**config.mk**
```make
export PLATFORM = sky130hd
export DESIGN_NAME = iosp_regs
export DESIGN_NICKNAME = d
export VERILOG_FILES = /design/src/core/iosp_pin_sampler.v /design/src/core/iosp_regs.v
export VERILOG_INCLUDE_DIRS = /design/src /design/src/core
export SDC_FILE = /design/constraint.sdc
export NUM_CORES = 1
export LEC_CHECK = 0
export BUFFER_PORTS_ARGS = -buffer_cell sky130_fd_sc_hd__buf_2
export CAP_MARGIN = 20
export CELL_PAD_IN_SITES_DETAIL_PLACEMENT = 0
export CELL_PAD_IN_SITES_GLOBAL_PLACEMENT = 1
export CORE_ASPECT_RATIO = 1.2
export CORE_MARGIN = 2
export CORE_UTILIZATION = 35
export DETAILED_ROUTE_END_ITERATION = 7
export PLACE_DENSITY_LB_ADDON = 0.1
export SYNTH_ARGS = -nofsm -noshare
export SYNTH_HDL_FRONTEND = slang
export SYNTH_SLANG_ARGS = --single-unit
export TNS_END_PERCENT = 5
```
**constraint.sdc**
```tcl
create_clock -name ref_clk -period 1.7 [get_ports ref_clk]
set_input_delay 0.085 -clock ref_clk [delete_from_list [all_inputs] [get_ports ref_clk]]
set_output_delay 0.085 -clock ref_clk [all_outputs]
set_load 0.005 [all_outputs]
```
**src/core/iosp_defs.vh**
```
`ifndef IOSP_DEFS_VH
`define IOSP_DEFS_VH

// Register indices; the byte address is four times the index.
`define IOSP_IDX_SPARE 4'hC
`define IOSP_IDX_IO_LVL 4'hD
`define IOSP_IDX_PIN_STS 4'hE
`define IOSP_IDX_IN_CTL 4'hF

// Byte addresses on the register bus.
`define IOSP_ADDR_SPARE 8'h30
`define IOSP_ADDR_IO_LVL 8'h34
`define IOSP_ADDR_PIN_STS 8'h38
`define IOSP_ADDR_IN_CTL 8'h3C

// Field positions of the I/O level control register.
`define IOSP_HV_SEL_BIT 7
`define IOSP_OVR_BIT 6
`define IOSP_MODE_HI 5
`define IOSP_MODE_LO 4

// Supply mode encodings.
`define IOSP_MODE_1V8 2'h0
`define IOSP_MODE_3V3 2'h3

// Reset values.
`define IOSP_RST_SPARE 8'h00
`define IOSP_RST_IO_LVL 8'h09
`define IOSP_RST_STS_HI 4'h0
`define IOSP_RST_IN_CTL 8'h7F

// AXI responses.
`define IOSP_RESP_OKAY 2'h0
`define IOSP_RESP_SLVERR 2'h2

`endif

```
**src/core/iosp_pin_sampler.v**
```verilog
`timescale 1ns/1ps
`default_nettype none

// Samples the general-purpose pins into flip-flops; a disabled input reads as zero.
module iosp_pin_sampler #(
   parameter PINS = 4
) (
   input wire ref_clk,
   input wire rst_n,
   input wire [PINS-1:0] pin_in,
   input wire [PINS-1:0] pin_in_en,
   output reg [PINS-1:0] pin_level_q
);
   genvar i;
   generate
      for (i = 0; i < PINS; i = i + 1) begin : g_pin
         always @(posedge ref_clk or negedge rst_n) begin
            if (!rst_n) begin
               pin_level_q[i] <= 1'b0;
            end else begin
               pin_level_q[i] <= pin_in[i] & pin_in_en[i];
            end
         end
      end
   endgenerate
endmodule

`default_nettype wire

```
**src/core/iosp_regs.v**
```verilog
// Operation
// Bit 7 of the I/O level control register selects 1.8 V (0) or 3.3 V (1) signalling.
// With the override clear, the select bit reads back the detected supply level.
// With the override bit 6 clear, select and supply mode follow the detected supply.
// With the override bit 6 set, the software-written select and supply mode apply.
// Supply mode bits 5:4 decode 00 as 1.8 V and 11 as 3.3 V, reading detected without override.
// Bits 3:0 of the pin status register show the four pin levels, bit n for pin n.
// Bits 3:0 of the input control register enable each pin input and reset to one.
// Override, select and supply mode reset to zero so the detected level governs.
// Software keeps reserved fields at their reset values by read-modify-write.
`timescale 1ns/1ps
`default_nettype none
`include "iosp_defs.vh"

module iosp_regs #(
   parameter PINS = 4
) (
   input wire ref_clk,
   input wire rst_n,
   input wire [7:0] s_axi_awaddr,
   input wire s_axi_awvalid,
   output wire s_axi_awready,
   input wire [31:0] s_axi_wdata,
   input wire [3:0] s_axi_wstrb,
   input wire s_axi_wvalid,
   output wire s_axi_wready,
   output reg [1:0] s_axi_bresp,
   output reg s_axi_bvalid,
   input wire s_axi_bready,
   input wire [7:0] s_axi_araddr,
   input wire s_axi_arvalid,
   output wire s_axi_arready,
   output reg [31:0] s_axi_rdata,
   output reg [1:0] s_axi_rresp,
   output reg s_axi_rvalid,
   input wire s_axi_rready,
   input wire io_supply_rail,
   input wire [PINS-1:0] pin_in,
   output reg high_voltage_io_select,
   output reg [1:0] supply_mode,
   output wire [PINS-1:0] pin_input_enable
);
   // Stored register bytes and their next values.
   reg [7:0] spare_q;
   reg [7:0] spare_d;
   reg [7:0] io_lvl_q;
   reg [7:0] io_lvl_d;
   reg [3:0] sts_hi_q;
   reg [3:0] sts_hi_d;
   reg [7:0] in_ctl_q;
   reg [7:0] in_ctl_d;

   // Write channel holding registers and their next values.
   reg [7:0] aw_addr_q;
   reg [7:0] aw_addr_d;
   reg aw_have_q;
   reg aw_have_d;
   reg [7:0] w_data_q;
   reg [7:0] w_data_d;
   reg w_lane_q;
   reg w_lane_d;
   reg w_have_q;
   reg w_have_d;
   reg bvalid_d;
   reg [1:0] bresp_d;

   // Read channel next values.
   reg rvalid_d;
   reg [31:0] rdata_d;
   reg [1:0] rresp_d;

   // Combinational helpers.
   reg [7:0] rd_byte;
   reg [1:0] det_mode;
   wire [PINS-1:0] pin_level_q;
   wire aw_take;
   wire w_take;
   wire ar_take;
   wire wr_go;
   wire wr_commit;
   wire ovr;

   // Accepts a word address in the register window; other addresses answer with an error.
   function mapped;
      input [7:0] addr;
      begin
         mapped = (addr == `IOSP_ADDR_SPARE) || (addr == `IOSP_ADDR_IO_LVL) ||
                  (addr == `IOSP_ADDR_PIN_STS) || (addr == `IOSP_ADDR_IN_CTL);
      end
   endfunction

   // Gives the supply mode code that stands for a detected rail level.
   function [1:0] mode_of_rail;
      input rail;
      begin
         if (rail) begin
            mode_of_rail = `IOSP_MODE_3V3;
         end else begin
            mode_of_rail = `IOSP_MODE_1V8;
         end
      end
   endfunction

   assign ovr = io_lvl_q[`IOSP_OVR_BIT];
   assign pin_input_enable = in_ctl_q[PINS-1:0];

   // The pins follow the detected rail unless software has set the override.
   always @* begin
      det_mode = mode_of_rail(io_supply_rail);
      if (ovr) begin
         high_voltage_io_select = io_lvl_q[`IOSP_HV_SEL_BIT];
         supply_mode = io_lvl_q[`IOSP_MODE_HI:`IOSP_MODE_LO];
      end else begin
         high_voltage_io_select = io_supply_rail;
         supply_mode = det_mode;
      end
   end

   iosp_pin_sampler #(
      .PINS(PINS)
   ) u_sampler (
      .ref_clk(ref_clk),
      .rst_n(rst_n),
      .pin_in(pin_in),
      .pin_in_en(pin_input_enable),
      .pin_level_q(pin_level_q)
   );

   // Write path: address and data are taken independently, response after both.
   assign s_axi_awready = !aw_have_q && !s_axi_bvalid;
   assign s_axi_wready = !w_have_q && !s_axi_bvalid;
   assign aw_take = s_axi_awvalid && s_axi_awready;
   assign w_take = s_axi_wvalid && s_axi_wready;
   assign wr_go = aw_have_q && w_have_q && !s_axi_bvalid;

   // A write whose low byte lane is off is answered but leaves the registers alone.
   assign wr_commit = wr_go && w_lane_q;

   always @* begin
      aw_addr_d = aw_addr_q;
      aw_have_d = aw_have_q;
      w_data_d = w_data_q;
      w_lane_d = w_lane_q;
      w_have_d = w_have_q;
      bvalid_d = s_axi_bvalid;
      bresp_d = s_axi_bresp;
      if (aw_take) begin
         aw_addr_d = s_axi_awaddr;
         aw_have_d = 1'b1;
      end
      if (w_take) begin
         w_data_d = s_axi_wdata[7:0];
         w_lane_d = s_axi_wstrb[0];
         w_have_d = 1'b1;
      end
      if (wr_go) begin
         aw_have_d = 1'b0;
         w_have_d = 1'b0;
         bvalid_d = 1'b1;
         if (mapped(aw_addr_q)) begin
            bresp_d = `IOSP_RESP_OKAY;
         end else begin
            bresp_d = `IOSP_RESP_SLVERR;
         end
      end else if (s_axi_bvalid && s_axi_bready) begin
         bvalid_d = 1'b0;
      end
   end

   always @(posedge ref_clk or negedge rst_n) begin
      if (!rst_n) begin
         aw_addr_q <= 8'h00;
         aw_have_q <= 1'b0;
         w_data_q <= 8'h00;
         w_lane_q <= 1'b0;
         w_have_q <= 1'b0;
         s_axi_bvalid <= 1'b0;
         s_axi_bresp <= `IOSP_RESP_OKAY;
      end else begin
         aw_addr_q <= aw_addr_d;
         aw_have_q <= aw_have_d;
         w_data_q <= w_data_d;
         w_lane_q <= w_lane_d;
         w_have_q <= w_have_d;
         s_axi_bvalid <= bvalid_d;
         s_axi_bresp <= bresp_d;
      end
   end

   // Register file: reserved fields are stored so that read-modify-write keeps them.
   always @* begin
      spare_d = spare_q;
      io_lvl_d = io_lvl_q;
      sts_hi_d = sts_hi_q;
      in_ctl_d = in_ctl_q;
      if (wr_commit) begin
         case (aw_addr_q)
            `IOSP_ADDR_SPARE: begin
               spare_d = w_data_q;
            end
            `IOSP_ADDR_IO_LVL: begin
               io_lvl_d = w_data_q;
            end
            `IOSP_ADDR_PIN_STS: begin
               sts_hi_d = w_data_q[7:4];
            end
            `IOSP_ADDR_IN_CTL: begin
               in_ctl_d = w_data_q;
            end
            default: begin
               spare_d = spare_q;
            end
         endcase
      end
   end

   always @(posedge ref_clk or negedge rst_n) begin
      if (!rst_n) begin
         spare_q <= `IOSP_RST_SPARE;
         io_lvl_q <= `IOSP_RST_IO_LVL;
         sts_hi_q <= `IOSP_RST_STS_HI;
         in_ctl_q <= `IOSP_RST_IN_CTL;
      end else begin
         spare_q <= spare_d;
         io_lvl_q <= io_lvl_d;
         sts_hi_q <= sts_hi_d;
         in_ctl_q <= in_ctl_d;
      end
   end

   // Read path: one read at a time, answered the cycle after the address is taken.
   assign s_axi_arready = !s_axi_rvalid;
   assign ar_take = s_axi_arvalid && s_axi_arready;

   // Without the override the level fields read back what the rail shows, not what was written.
   always @* begin
      case (s_axi_araddr)
         `IOSP_ADDR_SPARE: begin
            rd_byte = spare_q;
         end
         `IOSP_ADDR_IO_LVL: begin
            if (ovr) begin
               rd_byte = io_lvl_q;
            end else begin
               rd_byte = {io_supply_rail, 1'b0, det_mode, io_lvl_q[3:0]};
            end
         end
         `IOSP_ADDR_PIN_STS: begin
            rd_byte = {sts_hi_q, pin_level_q};
         end
         `IOSP_ADDR_IN_CTL: begin
            rd_byte = in_ctl_q;
         end
         default: begin
            rd_byte = 8'h00;
         end
      endcase
   end

   always @* begin
      rvalid_d = s_axi_rvalid;
      rdata_d = s_axi_rdata;
      rresp_d = s_axi_rresp;
      if (ar_take) begin
         rvalid_d = 1'b1;
         rdata_d = {24'h000000, rd_byte};
         if (mapped(s_axi_araddr)) begin
            rresp_d = `IOSP_RESP_OKAY;
         end else begin
            rresp_d = `IOSP_RESP_SLVERR;
         end
      end else if (s_axi_rvalid && s_axi_rready) begin
         rvalid_d = 1'b0;
      end
   end

   always @(posedge ref_clk or negedge rst_n) begin
      if (!rst_n) begin
         s_axi_rvalid <= 1'b0;
         s_axi_rdata <= 32'h00000000;
         s_axi_rresp <= `IOSP_RESP_OKAY;
      end else begin
         s_axi_rvalid <= rvalid_d;
         s_axi_rdata <= rdata_d;
         s_axi_rresp <= rresp_d;
      end
   end

   // The rail level and the pins are taken as already synchronous to the register clock.
   // Only the low byte of each word carries a register; the upper bytes read as zero.
   // An unmapped address is answered with an error and never alters a register.
endmodule

`default_nettype wire

```
# Yosys cells after proc, flatten, opt, wreduce, memory -nomap -nowiden
# Index checks and enable logic that the tools add are counted.
# W data, S select, Z words.
[word_totals] ff_bits=65 latch_bits=0 ramBits=0 romBits=0 n_memories=0
[classes] n_addsub=0 n_mul=0 div_mod_pow=0 order_cmp=0 n_eq_ne=8 shift=0 mux=15 bitwise_logic=4 reduce_logical=28
[ops] operator="$eq A8 B6 Y1 const B" count=8
[ops] operator="$pmux W8 S4" count=1
[ops] operator="$logic_and A1 B1 Y1" count=10
[ops] operator="$mux W1" count=9
[ops] operator="$mux W2" count=4
[ops] operator="$mux W8" count=1
[ops] operator="$reduce_and A2 Y1" count=4
[ops] operator="$reduce_bool A2 Y1" count=4
[ops] operator="$logic_or A1 B1 Y1" count=6
[ops] operator="$and A1 B1 Y1" count=4
[ops] operator="$logic_not A1 Y1" count=4

# Depth between registers and ports, before layout
[logic_depth] depth_word=5 mapped_depth=4 ltp_nobuf=3

# Modules after synthesis
# From an unflattened synthesis, not the netlist that was laid out.
[hier_totals] hier_cells=212 hier_area_um2=2961.6
[modules_own_cells] module="iosp_regs" instances=1 cells_each=204 area_each_um2=2836.5 seq_area_each_um2=1487.7
[modules_own_cells] module="iosp_pin_sampler" instances=1 cells_each=8 area_each_um2=125.1 seq_area_each_um2=100.1

# Worst setup path after synthesis
# No wires, ideal clock.
[synth_timing] path_kind="register -> register" startpoint="register s_axi_bvalid" endpoint="register io_lvl_q[1]" t_arrival_ns=1.561 slack_ns=0.014 path_stages_with_launch=4 path_cell_list="dfrtp_1 > nand3b_4 > nor4_4 > mux2_2"
[synth_between] elab_chain_cells=4
[synth_rtl] element="start: declaration" line_no="iosp_regs.v:28" text="output reg s_axi_bvalid,"
[synth_rtl] element="start signal: assignment" line_no="iosp_regs.v:185" text="s_axi_bvalid <= bvalid_d;"
[synth_rtl] element="$logic_not A1 Y1" line_no="iosp_regs.v:134" text="assign wr_go = aw_have_q && w_have_q && !s_axi_bvalid;"
[synth_rtl] element="$logic_and A1 B1 Y1" line_no="iosp_regs.v:134"
[synth_rtl] element="$logic_and A1 B1 Y1" line_no="iosp_regs.v:137" text="assign wr_commit = wr_go && w_lane_q;"
[synth_rtl] element="$reduce_and A2 Y1 (no source line)"
[synth_rtl] element="end signal: assignment" line_no="iosp_regs.v:220" text="io_lvl_q <= `IOSP_RST_IO_LVL;"
[synth_rtl] element="end signal: assignment" line_no="iosp_regs.v:225" text="io_lvl_q <= io_lvl_d;"
[synth_rtl] element="end: declaration" line_no="iosp_regs.v:46" text="reg [7:0] io_lvl_q;"
# No other way between the ends.
# A chain may end at the register's enable or synchronous reset.

# Final worst setup path
[layout_timing] startpoint="register aw_addr_q[0]" endpoint="register spare_q[3]"
[layout_between] elab_chain_cells=2
[layout_rtl] element="start: declaration" line_no="iosp_regs.v:54" text="reg [7:0] aw_addr_q;"
[layout_rtl] element="start signal: assignment" line_no="iosp_regs.v:180" text="aw_addr_q <= aw_addr_d;"
[layout_rtl] element="$eq A8 B6 Y1" line_no="iosp_regs.v:197" text="case (aw_addr_q)"
[layout_rtl] element="$reduce_and A2 Y1 (no source line)"
[layout_rtl] element="end signal: assignment" line_no="iosp_regs.v:219" text="spare_q <= `IOSP_RST_SPARE;"
[layout_rtl] element="end signal: assignment" line_no="iosp_regs.v:224" text="spare_q <= spare_d;"
[layout_rtl] element="end: declaration" line_no="iosp_regs.v:44" text="reg [7:0] spare_q;"
# No other way between the ends.

==> qor.yml <==
timing:
  report.final.setup_viol: 0
  finalClockSkew_ps: 9.558
  max_freq_ghz: 0.6070
  min_period_ps: 1647
  maxSlewViolCount: 0
  grt_setup_unrepaired: "no"
  hold_viol: 0
  min_period_over_period_pct: 96.90
  fin_ws_ps: 52.68
pwr:
  power.internal_w: 0.003269
  p_seq_share_pct: 46.0
  vdd_ir_drop_max_mv: 0.5698
  swShare_pct: 28.51
  net_switching_power_w: 0.001303
  power.clock.fraction_pct: 29.0
  leakagePower_nw: 1.866
  power_density_nw_per_um2: 1192
  part_of_the_total_power_dissipated_in_combinational_logic_pct: 25.1
synthesis:
  top_post_synthesis_cells_by_area: "sky130_fd_sc_hd__dfrtp_1 (46%), sky130_fd_sc_hd__mux2_2 (19%), sky130_fd_sc_hd__dfstp_2 (8.0%)"
  sequential_to_total_area_share_from_yosys_stat_pct: 53.66
  yosysTopAreaCell: "sky130_fd_sc_hd__dfrtp_1"
  register_bit_total_from_synthesis: 63
  netlist_area_um2: 2959
  synth_common_cells: "sky130_fd_sc_hd__dfrtp_1 (54), sky130_fd_sc_hd__mux2_2 (49), sky130_fd_sc_hd__buf_4 (30), sky130_fd_sc_hd__dfstp_2 (9)"
  synth_simple_gate_area_share_pct: 8.795
  synth.distinct_cells: 33
  avgSynthCellArea_um2: 14.09
  ys.flop_type: "sky130_fd_sc_hd__dfrtp_1"
  synthCells: 210
  combinational_family_with_the_most_area_after_synthesis: "multiplexers"
  synth-compound-area-share_pct: 4.397
  synth-xor-area-share_pct: 0
  synth-adder-area-share_pct: 0
  synth_enable_flop_cells: 0
  synth_largest_type_area_fraction_pct: 45.67
  synth-async-reset-ratio_pct: 100.0
  post_synth_mux_area_share_pct: 23.59
  post-synth-top-count-cell: "sky130_fd_sc_hd__dfrtp_1"
  synth.yosys.warnings: 0
detailed_routing:
  vias_per_cell: 4.343
  routed_wire_length_mm: 5.784
  drtIter0Drc: 59
  drt_drc_violations_left: 0
  final_antenna_net_count: 0
  avgRoutedWirePerCell_um: 13.51
  firstDrtPassIters: 3
  dr_total_vias: 1859
floorplan:
  area_of_the_die_um2: 9209
  floorplan.die.height_um: 104.7
  fp.coreArea_um2: 8153
  dieWidth_um: 87.94
  initial_utilization_pct: 36.30
  design.portCount: 112
  std_cell_rows: 36
setup_path:
  worstPathCellList: "nand4bb_1 -> buf_4 -> nor4_4 -> buf_12 -> mux2_2"
  worstPathArrival_ps: 1870
  worst_setup_path_end_kind: "register"
  path_max_fanout: 8
  cp_num_buf_inv: 2
  timing.critical_path.from_type: "register"
  crit_path_max_delay_family: "simple AND/OR/NAND/NOR gates"
  timing.critical_path.slowest_stage_cell: "sky130_fd_sc_hd__dfrtp_1"
  critPathMaxStageDelay_ps: 370
  worst_ep_required_time_ps: 1920
  critPathKind: "reg2reg"
cells_and_area:
  antenna_cells: 0
  area.sequential_um2: 1589
  area_growth_pct: 29.60
  post-route-cell-area_um2: 3835
  final.fill_count: 772
  multi_input_comb_area_um2: 1189
  final_layout_size_suffix_gt1_share_pct: 51.59
  design.final.nets: 373
grt:
  gr-total-overflow: 0
  groute.usage.overall_pct: 13.92
  grt_antenna_before_repair: 0
  grt_max_degree: 64
  grt_pass1_vias: 1901
  grt_pass1_wl_mm: 9.577
flow_run:
  cap_violations: 0
clocking:
  clk_transition_reported_paths_ps: 70
  number_of_buffers_created_by_cts: 9
  postCtsSetupRepairBufs: 0
  cts_max_path_buffers: 2
  clock_tree_from_tritoncts: "done"
  clkSinkCount: 63
  htreeDepth: 3
  cts-root-buf: "sky130_fd_sc_hd__clkbuf_8"
  clk_latency_ps: 340
placement:
  gp_congestion: 0.6757
  dp_hpwl_mm: 4.004
  dpl-instance-area_um2: 3390
  pre_cts_ws_ps: -40.44
  number_of_port_buffers: 58
outcome:
  run_status: "finished, final reports clean"
hold_path:
  worstHoldPathType: "in2reg"
-- power by group through the flow --
| stage | clock (W) | sequential, W | combinational [W] |
|---|---|---|---|
| after floorplan | 0 | 0.00207 | 0.000795 |
| after global placement | 0 | 0.00213 | 0.00110 |
| after detailed placement | 0 | 0.00214 | 0.00111 |
| after CTS | 0.00137 | 0.00211 | 0.00117 |
| after global routing | 0.00144 | 0.00216 | 0.00127 |
| final | 0.00132 | 0.00210 | 0.00115 |
-- routing by layer --
metal	track usage (%)	up-vias	part of all wire (%)
li1	-	887	-
met1	17.54	900	45
met2	21.86	63	48
met3	3.791	9	5.7
met4	6.593	0	2.0
met5	0	-	0
-- layout by cell type (no fill, tap or decap), drive strengths merged, types with 2 or more instances in the layout --
master | synthesis | final
dfstp | 9 | 9
mux2 | 50 | 50
clkbuf | 6 | 13
dlygate4sd3 | 0 | 24
buf | 32 | 77
dfrtp | 54 | 54
a22o | 6 | 6
nand3b | 3 | 3
nand2 | 3 | 3
o211ai | 2 | 2
nand2b | 2 | 2
mux4 | 6 | 6
o31ai | 2 | 2
conb | 1 | 26
nor2b | 4 | 4
o21a | 2 | 2
nor2 | 3 | 3
nor4 | 4 | 4
o21ai | 2 | 2
and2 | 4 | 4
a21oi | 2 | 2
inv | 4 | 4
o22ai | 2 | 2
-- timing repair --
item	in CTS	in global routing
endpoints found under the setup margin	20	6
pin swaps	0	1
endpoints found under the hold margin	77	0
resized for setup	1	1
hold buffers	24	0
-- flip-flops by register name, indices dropped and copies added, names as in the netlist --
register / count
aw_addr_q: 8
aw_have_q: 1
in_ctl_q: 8
io_lvl_q: 8
s_axi_bresp: 1
s_axi_bvalid: 1
s_axi_rdata: 8
s_axi_rresp: 1
s_axi_rvalid: 1
spare_q: 8
sts_hi_q: 4
u_sampler.pin_level_q: 4
w_data_q: 8
w_have_q: 1
w_lane_q: 1
-- worst register-to-register path, delay by kind of cell, from the launching register on --
family	cells	cell delay, ps
buffers and inverters	2	370
and+or+nand+nor	2	460
DFF	1	370
muxes	1	330
-- path summary, 6_finish.rpt --
check                           cells after the start            start  slack, ps                  endpoint
worst max-delay path                                5     aw_addr_q[0]         50                spare_q[3]
worst min-delay path                                4  s_axi_araddr[1]         90            s_axi_rdata[4]
worst max register to register                      5     aw_addr_q[0]         50                spare_q[3]
worst min register to register                      2   s_axi_rdata[4]        470            s_axi_rdata[4]
max in group asynchronous                           3            rst_n       1090               in_ctl_q[4]
min in group asynchronous                           3            rst_n        280  u_sampler.pin_level_q[3]
-- logic make-up (layout without fill, tap and decap cells) --
group           Yosys count  after routing
buf+inv                  42            121
simple gates             30             30
compound gates           18             18
other cells               1             26
mux                      56             56
flops                    63             63
-- stage by stage --
stage               total power [W]  hold slack [ps]  TNS (ps)  utilization (%)  std cells
floorplan                  0.002866           -210.6         0                -        235
global placement           0.003224            128.8    -55.09            41.57        388
detailed placement         0.003251            123.0    -218.8            41.57        388
CTS                        0.004653            84.25         0            47.02        428
global route               0.004880            93.98         0            47.04        428
finish                     0.004572            87.12         0            47.04        428
-- final cells by class --
type	count	area share, %
clock inverters	3	1.109
flip-flops and latches	63	41.44
inverters	4	0.3915
multi-input cells	130	31.00
clock buffers	13	4.144
well taps	114	3.719
repair buffers	101	18.21
(Power assumes the default switching activity.)
